[src/design/e3_tx_consts.svh]
`ifndef E3_TX_CONSTS_SVH
`define E3_TX_CONSTS_SVH

// register indices; byte address is four times the index
`define LINE_IO_CONTROL_IDX 8'h01
`define ENCODER_STATUS_IDX 8'h02
`define LINE_IO_CONTROL_ADDR 8'h04
`define ENCODER_STATUS_ADDR 8'h08

// line_io_control layout and reset value
`define LINE_IO_CONTROL_RESET 8'hA0
`define LINE_IO_CONTROL_WR_MASK 8'hBF
`define RAIL_MODE_BIT 3
`define CODE_SELECT_BIT 4

// encoder_status layout
`define STAT_LAST_NEG_BIT 0
`define STAT_PARITY_BIT 1
`define STAT_ZRUN_LSB 2
`define STAT_UNIPOLAR_BIT 4
`define STAT_AMI_BIT 5
`define STAT_VCOUNT_LSB 8

// timing of the line clock
`define SYS_CLK_PERIOD_NS 10
`define LINE_BIT_PERIOD_NS 160
`define LINE_BIT_CYCLES (`LINE_BIT_PERIOD_NS / `SYS_CLK_PERIOD_NS)
`define LINE_HALF_CYCLES (`LINE_BIT_CYCLES / 2)

// zero substitution
`define HDB3_RUN_LEN 4
`define HDB3_DELAY 4

`endif

[src/design/e3_tx_pkg.sv]
package e3_tx_pkg;

   // symbol held in the substitution delay line
   typedef enum logic [1:0] {
      sym_zero,
      sym_one,
      sym_b,
      sym_v
   } sym_t;

   // pair of rail requests toward the line interface unit
   typedef struct packed {
      logic pos;
      logic neg;
   } rails_t;

endpackage

[src/design/e3_tx_line_code_encoder.sv]
// Decided for this implementation: the APB slave port.
`timescale 1ns/1ps
`include "e3_tx_consts.svh"

// How it works
// - control bit 3 at index 0x01 picks output: 0 dual-rail bipolar, 1 single-rail.
// - after reset the rail bit is clear, so bipolar dual-rail mode is active.
// - the rail mode also goes to the receive side decoder.
// - in AMI each mark takes the polarity opposite to the previous mark.
// - ones are positive or negative pulses; zero means no pulse on either rail.
// - last mark polarity is remembered across any length of zero run.
// - in HDB3 every run of four zeros becomes 000V or B00V.
// - B follows normal alternation; V repeats the polarity of the preceding pulse.
// - choose 000V or B00V so the pulses (ones and B) between two V pulses are odd.
// - control bit 4 at index 0x01 picks code: 0 HDB3, 1 AMI.
// - the code choice also goes to the receive side decoder.
// - in unipolar mode the code bit has no effect on the output.
// - unipolar sends NRZ data on positive rail, frame start on negative rail.
// - bipolar asserts one rail per mark and never both in one bit.
// - the block drives the line clock that the line interface uses to sample rails.
module e3_tx_line_code_encoder (
   input wire logic clk_sys,
   input wire logic rst_b,
   // apb slave
   input wire logic psel,
   input wire logic penable,
   input wire logic pwrite,
   input wire logic [7:0] paddr,
   input wire logic [31:0] pwdata,
   input wire logic [3:0] pstrb,
   output logic [31:0] prdata,
   output logic pready,
   output logic pslverr,
   // framer side, same clock
   input wire logic tx_data,
   input wire logic tx_frame_start,
   output logic tx_bit_take,
   // line interface unit side
   output logic tx_positive_rail,
   output logic tx_negative_rail,
   output logic line_side_tx_clock,
   // receive decoder configuration
   output logic rx_rail_unipolar,
   output logic rx_code_ami
);

   //--------------------------------------------------------------
   // declarations
   //--------------------------------------------------------------
   localparam logic [4:0] BIT_LAST = 5'(`LINE_BIT_CYCLES - 1);
   localparam logic [4:0] HALF_MARK = 5'(`LINE_HALF_CYCLES);
   localparam logic [1:0] ZRUN_FULL = 2'(`HDB3_RUN_LEN - 1);

   logic [7:0] line_io_control_r;
   logic [4:0] div_cnt_r;
   logic tick_r;
   logic line_clk_r;
   logic [31:0] prdata_r;
   logic pready_r;
   logic pslverr_r;
   e3_tx_pkg::sym_t pipe_r [`HDB3_DELAY];
   e3_tx_pkg::sym_t pipe_nxt [`HDB3_DELAY];
   logic [1:0] zrun_r;
   logic [1:0] zrun_nxt;
   logic parity_r;
   logic parity_nxt;
   logic last_neg_r;
   logic last_neg_nxt;
   logic [7:0] vcount_r;
   e3_tx_pkg::rails_t rails_r;
   e3_tx_pkg::rails_t rails_nxt;
   logic rx_unipolar_r;
   logic rx_ami_r;

   logic unipolar;
   logic ami;
   logic hdb3;
   logic setup_phase;
   logic access_done;
   logic sub_now;
   logic par_after;
   logic out_mark;
   logic out_viol;
   logic pol_neg;
   e3_tx_pkg::sym_t in_sym;
   e3_tx_pkg::sym_t out_sym;
   logic [31:0] rd_val;
   logic rd_err;

   assign unipolar = line_io_control_r[`RAIL_MODE_BIT];
   assign ami = line_io_control_r[`CODE_SELECT_BIT];
   assign hdb3 = !unipolar && !ami;

   //--------------------------------------------------------------
   // apb register access
   //--------------------------------------------------------------
   assign setup_phase = psel && !penable;
   assign access_done = psel && penable && pready_r;

   always_comb begin
      rd_val = 32'h0000_0000;
      rd_err = 1'b0;
      if (paddr[1:0] != 2'h0) begin
         rd_err = 1'b1;
      end else if (paddr == `LINE_IO_CONTROL_ADDR) begin
         rd_val[7:0] = line_io_control_r & `LINE_IO_CONTROL_WR_MASK;
      end else if (paddr == `ENCODER_STATUS_ADDR) begin
         rd_val[`STAT_LAST_NEG_BIT] = last_neg_r;
         rd_val[`STAT_PARITY_BIT] = parity_r;
         rd_val[`STAT_ZRUN_LSB +: 2] = zrun_r;
         rd_val[`STAT_UNIPOLAR_BIT] = unipolar;
         rd_val[`STAT_AMI_BIT] = ami;
         rd_val[`STAT_VCOUNT_LSB +: 8] = vcount_r;
      end else begin
         rd_err = 1'b1;
      end
   end

   // no wait state: answer is prepared in the setup cycle
   always_ff @(posedge clk_sys) begin
      if (!rst_b) begin
         pready_r <= 1'b0;
      end else if (setup_phase) begin
         pready_r <= 1'b1;
      end else begin
         pready_r <= 1'b0;
      end
   end

   // read data stands only in the access cycle
   always_ff @(posedge clk_sys) begin
      if (!rst_b) begin
         prdata_r <= 32'h0000_0000;
      end else if (setup_phase) begin
         prdata_r <= pwrite ? 32'h0000_0000 : rd_val;
      end else begin
         prdata_r <= 32'h0000_0000;
      end
   end

   // unmapped or misaligned address answers with an error
   always_ff @(posedge clk_sys) begin
      if (!rst_b) begin
         pslverr_r <= 1'b0;
      end else if (setup_phase) begin
         pslverr_r <= rd_err;
      end else begin
         pslverr_r <= 1'b0;
      end
   end

   // control register; bit 6 is read-only and stays zero
   always_ff @(posedge clk_sys) begin
      if (!rst_b) begin
         line_io_control_r <= `LINE_IO_CONTROL_RESET;
      end else if (access_done && pwrite && pstrb[0] && !pslverr_r
                   && paddr == `LINE_IO_CONTROL_ADDR) begin
         line_io_control_r <= pwdata[7:0] & `LINE_IO_CONTROL_WR_MASK;
      end
   end

   //--------------------------------------------------------------
   // line clock divider
   //--------------------------------------------------------------
   always_ff @(posedge clk_sys) begin
      if (!rst_b) begin
         div_cnt_r <= 5'h00;
      end else begin
         div_cnt_r <= (div_cnt_r == BIT_LAST) ? 5'h00 : div_cnt_r + 5'h01;
      end
   end

   // one-cycle enable in the first cycle of each line bit
   always_ff @(posedge clk_sys) begin
      if (!rst_b) begin
         tick_r <= 1'b0;
      end else begin
         tick_r <= (div_cnt_r == BIT_LAST);
      end
   end

   // rises with each new bit on the rails, falls mid bit
   always_ff @(posedge clk_sys) begin
      if (!rst_b) begin
         line_clk_r <= 1'b0;
      end else if (tick_r) begin
         line_clk_r <= 1'b1;
      end else if (div_cnt_r == HALF_MARK) begin
         line_clk_r <= 1'b0;
      end
   end

   //--------------------------------------------------------------
   // zero substitution and polarity
   //--------------------------------------------------------------
   assign in_sym = tx_data ? e3_tx_pkg::sym_one : e3_tx_pkg::sym_zero;
   // hdb3 reads the far end of the delay line, ami the live bit
   assign out_sym = hdb3 ? pipe_r[`HDB3_DELAY - 1] : in_sym;
   assign out_mark = (out_sym == e3_tx_pkg::sym_one) || (out_sym == e3_tx_pkg::sym_b);
   assign out_viol = (out_sym == e3_tx_pkg::sym_v);
   // B keeps alternation, V repeats the last pulse polarity
   assign pol_neg = out_viol ? last_neg_r : !last_neg_r;

   // parity of pulses (ones and B) since the last V, once the current bit is out
   assign par_after = out_viol ? 1'b0 : (parity_r ^ out_mark);
   assign sub_now = hdb3 && !tx_data && (zrun_r == ZRUN_FULL);

   always_comb begin
      for (int i = 1; i < `HDB3_DELAY; i++) begin
         pipe_nxt[i] = pipe_r[i - 1];
      end
      pipe_nxt[0] = in_sym;
      if (sub_now) begin
         pipe_nxt[0] = e3_tx_pkg::sym_v;
         // odd count so far gives 000V, even gives B00V
         if (!par_after) begin
            pipe_nxt[`HDB3_DELAY - 1] = e3_tx_pkg::sym_b;
         end
      end
      if (!hdb3) begin
         for (int i = 0; i < `HDB3_DELAY; i++) begin
            pipe_nxt[i] = e3_tx_pkg::sym_zero;
         end
      end
   end

   always_comb begin
      zrun_nxt = zrun_r + 2'h1;
      if (tx_data || zrun_r == ZRUN_FULL) begin
         zrun_nxt = 2'h0;
      end
      parity_nxt = hdb3 ? par_after : 1'b0;
      last_neg_nxt = last_neg_r;
      if (!unipolar && (out_mark || out_viol)) begin
         last_neg_nxt = pol_neg;
      end
   end

   always_comb begin
      rails_nxt.pos = 1'b0;
      rails_nxt.neg = 1'b0;
      if (unipolar) begin
         rails_nxt.pos = tx_data;
         rails_nxt.neg = tx_frame_start;
      end else if (out_mark || out_viol) begin
         // exactly one rail per pulse, none for a zero
         rails_nxt.pos = !pol_neg;
         rails_nxt.neg = pol_neg;
      end
   end

   //--------------------------------------------------------------
   // bit state, advanced once per line bit
   //--------------------------------------------------------------
   always_ff @(posedge clk_sys) begin
      if (!rst_b) begin
         for (int i = 0; i < `HDB3_DELAY; i++) begin
            pipe_r[i] <= e3_tx_pkg::sym_zero;
         end
      end else if (tick_r) begin
         pipe_r <= pipe_nxt;
      end
   end

   // length of the current input zero run
   always_ff @(posedge clk_sys) begin
      if (!rst_b) begin
         zrun_r <= 2'h0;
      end else if (tick_r) begin
         zrun_r <= zrun_nxt;
      end
   end

   // odd or even count of pulses since the last violation
   always_ff @(posedge clk_sys) begin
      if (!rst_b) begin
         parity_r <= 1'b0;
      end else if (tick_r) begin
         parity_r <= parity_nxt;
      end
   end

   // polarity of the last pulse sent; reset makes the first mark positive
   always_ff @(posedge clk_sys) begin
      if (!rst_b) begin
         last_neg_r <= 1'b1;
      end else if (tick_r) begin
         last_neg_r <= last_neg_nxt;
      end
   end

   // wrapping count of violation pulses sent
   always_ff @(posedge clk_sys) begin
      if (!rst_b) begin
         vcount_r <= 8'h00;
      end else if (tick_r && hdb3 && out_viol) begin
         vcount_r <= vcount_r + 8'h01;
      end
   end

   always_ff @(posedge clk_sys) begin
      if (!rst_b) begin
         rails_r <= '0;
      end else if (tick_r) begin
         rails_r <= rails_nxt;
      end
   end

   //--------------------------------------------------------------
   // receive side configuration
   //--------------------------------------------------------------
   always_ff @(posedge clk_sys) begin
      if (!rst_b) begin
         rx_unipolar_r <= 1'b0;
      end else begin
         rx_unipolar_r <= unipolar;
      end
   end

   always_ff @(posedge clk_sys) begin
      if (!rst_b) begin
         rx_ami_r <= 1'b0;
      end else begin
         rx_ami_r <= ami;
      end
   end

   //--------------------------------------------------------------
   // outputs
   //--------------------------------------------------------------
   assign prdata = prdata_r;
   assign pready = pready_r;
   assign pslverr = pslverr_r;
   assign tx_bit_take = tick_r;
   assign tx_positive_rail = rails_r.pos;
   assign tx_negative_rail = rails_r.neg;
   assign line_side_tx_clock = line_clk_r;
   assign rx_rail_unipolar = rx_unipolar_r;
   assign rx_code_ami = rx_ami_r;

endmodule

[config.mk]
export PLATFORM = sky130hd
export DESIGN_NAME = e3_tx_line_code_encoder
export DESIGN_NICKNAME = d
export VERILOG_FILES = /design/src/design/e3_tx_pkg.sv /design/src/design/e3_tx_line_code_encoder.sv
export VERILOG_INCLUDE_DIRS = /design/src /design/src/design
export SDC_FILE = /design/constraint.sdc
export NUM_CORES = 1
export LEC_CHECK = 0
export ABC_AREA = 1
export ABC_CLOCK_PERIOD_IN_PS = 3000
export BUFFER_PORTS_ARGS = -buffer_cell sky130_fd_sc_hd__buf_2
export CAP_MARGIN = 20
export CELL_PAD_IN_SITES_DETAIL_PLACEMENT = 1
export CELL_PAD_IN_SITES_GLOBAL_PLACEMENT = 2
export CORE_MARGIN = 2
export CORE_UTILIZATION = 28
export DETAILED_ROUTE_END_ITERATION = 10
export PLACE_DENSITY_LB_ADDON = 0.1
export SYNTH_ARGS = -nofsm -noshare
export SYNTH_HDL_FRONTEND = slang
export SYNTH_SLANG_ARGS = --single-unit
[constraint.sdc]
create_clock -name clk_sys -period 3 [get_ports clk_sys]
set_clock_uncertainty 0.05 [all_clocks]
set_input_delay 0.45 -clock clk_sys [delete_from_list [all_inputs] [get_ports clk_sys]]
set_output_delay 0.45 -clock clk_sys [all_outputs]
set_load 0.01 [all_outputs]
==> impl.org <==
** Critical path
- STA classifies the critical path startpoint as a flip-flop.
- Worst-case reg-to-reg path depth :: 8
- Standard cell with the maximum stage delay on the critical path :: dfxtp_1
- The number of buffers and inverters on the critical path is 1.
- By startpoint and endpoint, the worst setup path is classified as flip-flop to flip-flop.
- The worst register-to-register path begins at line_io_control_r[3].
- Worst path arrival time :: ~2300 ps
- The cell family contributing the most delay on the critical path is simple AND/OR/NAND/NOR gates.
- Crit-path max FO :: 11
- At the worst endpoint, the required time is 3170 ps.
- Dominant cell type by count on the critical path :: o21ai_0
- Worst-case register-to-register setup slack :: 920 ps
- In this run the critical register-to-register path is captured at vcount_r[4].
- Series of cell instances along the critical path :: nor2_4, o21ai_0, ha_1, inv_1, nor2_2, nand2_1, o21ai_0, nor2_1
- The worst setup path is captured at a flip-flop.
- Stage delay of the slowest cell on the critical path :: 560 ps

** Route
- Router iterations before antenna repair :: 4
- Using the TritonRoute via totals, the vias-per-cell ratio works out to 4.26.
- Final wirelength :: 5330 um
- Antenna Violating Nets Remaining :: 0
- DR WL/cell :: 11.3 um
- For this block, the via count after detailed routing is 2005.
- For this block, the initial DRC count from the detailed router was 40.
- After detailed routing, the number of remaining DRC violations is 0.

** STA
- Fraction of the cycle the final worst path needs :: 0.694
- Derived from the worst setup path, the maximum achievable clock frequency is between 0.4 and 0.5 GHz.
- The total count of hold-check failures in the final report came to 0.
- Measured against its own limit, the worst slew margin works out to 0.639.
- Aggregate negative setup slack :: 0 ps
- At the pin with the least slew margin, the transition time is 542 ps.
- The worst path meets setup with approximately 920 ps of slack.
- The clock period could shrink to 2080 ps.
- Setup violations remaining at the end of the flow were counted as 0.
- Setup repair after global routing left no endpoint under its margin.
- Hold Worst Slack :: around 310 ps
- Number of pins with negative max-slew slack in the final report :: 0

** Pwr
- In this run the power density over the cells is 453 nW/um2.
- Summed over all cells, the static leakage comes to 1.31 nW.
- Maximum VDD drop :: 0.000149 V
- Final Total Pwr :: 1.24 mW

** Synthesis
- Predominant post-synthesis flop cell :: dfxtp_1
- Yosys top cell area share :: 0.456
- #FFs+latches synth :: 55
- Portion of the post-synthesis area used by sequential elements :: 0.456
- The synthesized design contains 0 enable-type register cells.
- Summing every instance area after synthesis gives approximately 2400 um2.
- Summed over all instances, the cell type with the most area after synthesis is dfxtp_1.
- For this run, asynchronously set or reset flops after synthesis account for 0.
- Count of mapped cells out of synthesis :: approximately 320
- Cell types occupying the most area after synthesis :: dfxtp_1 46%, nand2_1 11%, inv_1 7.5%, nor2_1 6.7%, buf_4 6.2%
- Synthesis instantiated 34 different standard cells from the library.
- Count of yosys warnings during synthesis :: 0
- Averaged over all synthesized cells, the footprint is 7.50 um2.

** Die
- The initialized floorplan defines 33 standard-cell rows.
- In this run the count of I/O pins placed on the die edge is 91.
- Die area :: 9390 um2
- The floorplan step set the die width to 96.9 um.
- The initial utilization of the core area, before any placement, comes to 0.291.
- Standard cell core area :: approximately 8300 um2
- The die is 96.9 um tall.

** CTS
- Clock transition at the registers of the reported paths :: 110 ps
- Clock latency on the worst-skew pair, taken at its later pin, is between 300 and 400 ps.
- Post_cts resized :: 0
- CTS sink count :: 55
- CTS placed an instance of clkbuf_8 at the clock tree root.
- Hold repair after CTS inserted 0 buffers.
- The number of clock buffers added by TritonCTS is 5.
- CTS tree :: yes
- CTS built an H-tree with a depth of 2.
- The number of setup buffers added after CTS is 0.
- Clock buffer depth :: 2

** Place
- DPL Wire Length :: 3950 um
- # placed instances :: 463
- Summing all placed instances gives a cell area of 2650 um2.
- Routability congestion estimate from global placement :: 0.684
- Before CTS, the worst setup slack after placement is between 800 and 900 ps.
- The count of buffers added on input and output ports is 45.

** Cells and area
- Final antenna diode count :: 0
- Summing all flip-flop and latch instances after layout gives 1100 um2.
- Synth-to-Final Area Change :: 13.8%
- The finished layout holds 471 standard cells, fillers aside.
- Once layout is done, the placed cells without fillers occupy 2750 um2.
- The filler cells instantiated in the layout total 1058.
- Measured on the finished design, the core utilization comes to 0.331.
- Nets :: 423
- Proportion of layout cells with a drive suffix above 1 :: 0.180
- Summing all multi-input logic gate instances after layout gives 1000 um2.

** GRT
- The first global-routing pass estimated 8850 um of wire.
- Across every metal layer, demand over resource in global routing totals 0.114.
- The number of global-route vias before repair is ~1.9k.
- The initial antenna violation count was 0.
- The total overflow left after global routing is 0.
- Entering global routing, the biggest net connects 20 pins.

** Hold path
- The worst hold path terminates at line_io_control_r[5].
- Worst min path class :: input port to flip-flop
- Worst hold path depth :: 3
- The worst hold path begins at pwdata[5].

** Outcome
- The run finished with clean final reports.

** Flow run
- Max-cap violations in this run came to 0.
[registers in the layout (all words and copies together), names as in the netlist, 2 cells and up]
name	count
vcount_r	8
zrun_r	2
pipe_r	8
prdata	15
line_io_control_r	7
div_cnt_r	5
[layout by cell type, fill, tap and decap left out, drive strengths merged]
cell type and count:
ha 7, nand3b 1, nor3b 1, a31oi 2, conb 17, nand2 71
xor2 1, a21oi 17, clkbuf 6, o21a 1, buf 46, and3 1
nand4 2, nor3 4, clkinv 1, a211oi 1, o31ai 1, o21bai 1
nand3 20, dfxtp 55, or2 1, clkinvlp 1, o21ai 11, nor2 47
o211ai 1, inv 49
[worst max path at each step]
stage / from / endpoint / slack, ps / cells after the start
floorplan: tx_data / vcount_r[4] / 1380 / 9
global placement: line_io_control_r[3] / vcount_r[4] / 870 / 8
detailed placement: line_io_control_r[3] / vcount_r[4] / 860 / 8
CTS: line_io_control_r[3] / vcount_r[4] / 840 / 8
global route: line_io_control_r[3] / vcount_r[5] / 680 / 9
finish: line_io_control_r[3] / vcount_r[4] / 920 / 8
[synth_stat cells (2+ instances only)]
library cell,instances
nand2_1,68
dfxtp_1,55
inv_1,48
nor2_1,43
buf_4,20
nand3_1,20
a21oi_1,17
o21ai_0,9
ha_1,7
nor2_2,3
nor3_1,3
a31oi_1,2
buf_6,2
clkbuf_1,2
nand2_2,2
nand4_1,2
o21ai_2,2
[layout make-up]
class                      instances  area share
timing repair buffer              46      0.0847
tap                              105      0.0478
inverter                          49      0.0669
clock inverter                     2     0.00592
multi-input combinational        208       0.364
clock buffer                       6      0.0300
sequential                        55       0.401
[routing by layer]
metal	part of all wire	wire, um	track usage
met1	0.51	2720	0.155
met5	0	0	0
met2	0.44	2320	0.179
met4	0.014	74	0.0390
met3	0.040	215	0.0267
[worst reg2reg max path, delay by kind of cell, from the launching register on]
family	cells	cell delay [ps]
fa+ha+maj	1	240
buf+inv	1	80
flops	1	560
simple gates	4	640
compound gates	2	420
[power by group]
group	switching, mW	internal, mW	leakage (nW)
Combinational	0.0398	0.0221	0.818
Clock	0.256	0.189	0.0474
Sequential	0.00355	0.734	0.444
[cell families (layout without fill, tap and decap cells)]
| logic type | Yosys count | in the layout | synth area share |
|---|---|---|---|
| XOR/XNOR | 1 | 1 | 0.00363 |
| AND/OR/NAND/NOR | 148 | 148 | 0.266 |
| other | 1 | 17 | 0.00155 |
| flip-flops | 55 | 55 | 0.456 |
| AO/OA/AOI/OAI | 35 | 35 | 0.0818 |
| adder cells (fa/ha/maj) | 7 | 7 | 0.0362 |
| buffers and inverters | 75 | 103 | 0.155 |
No activity file was read; power rests on OpenSTA's default activity.
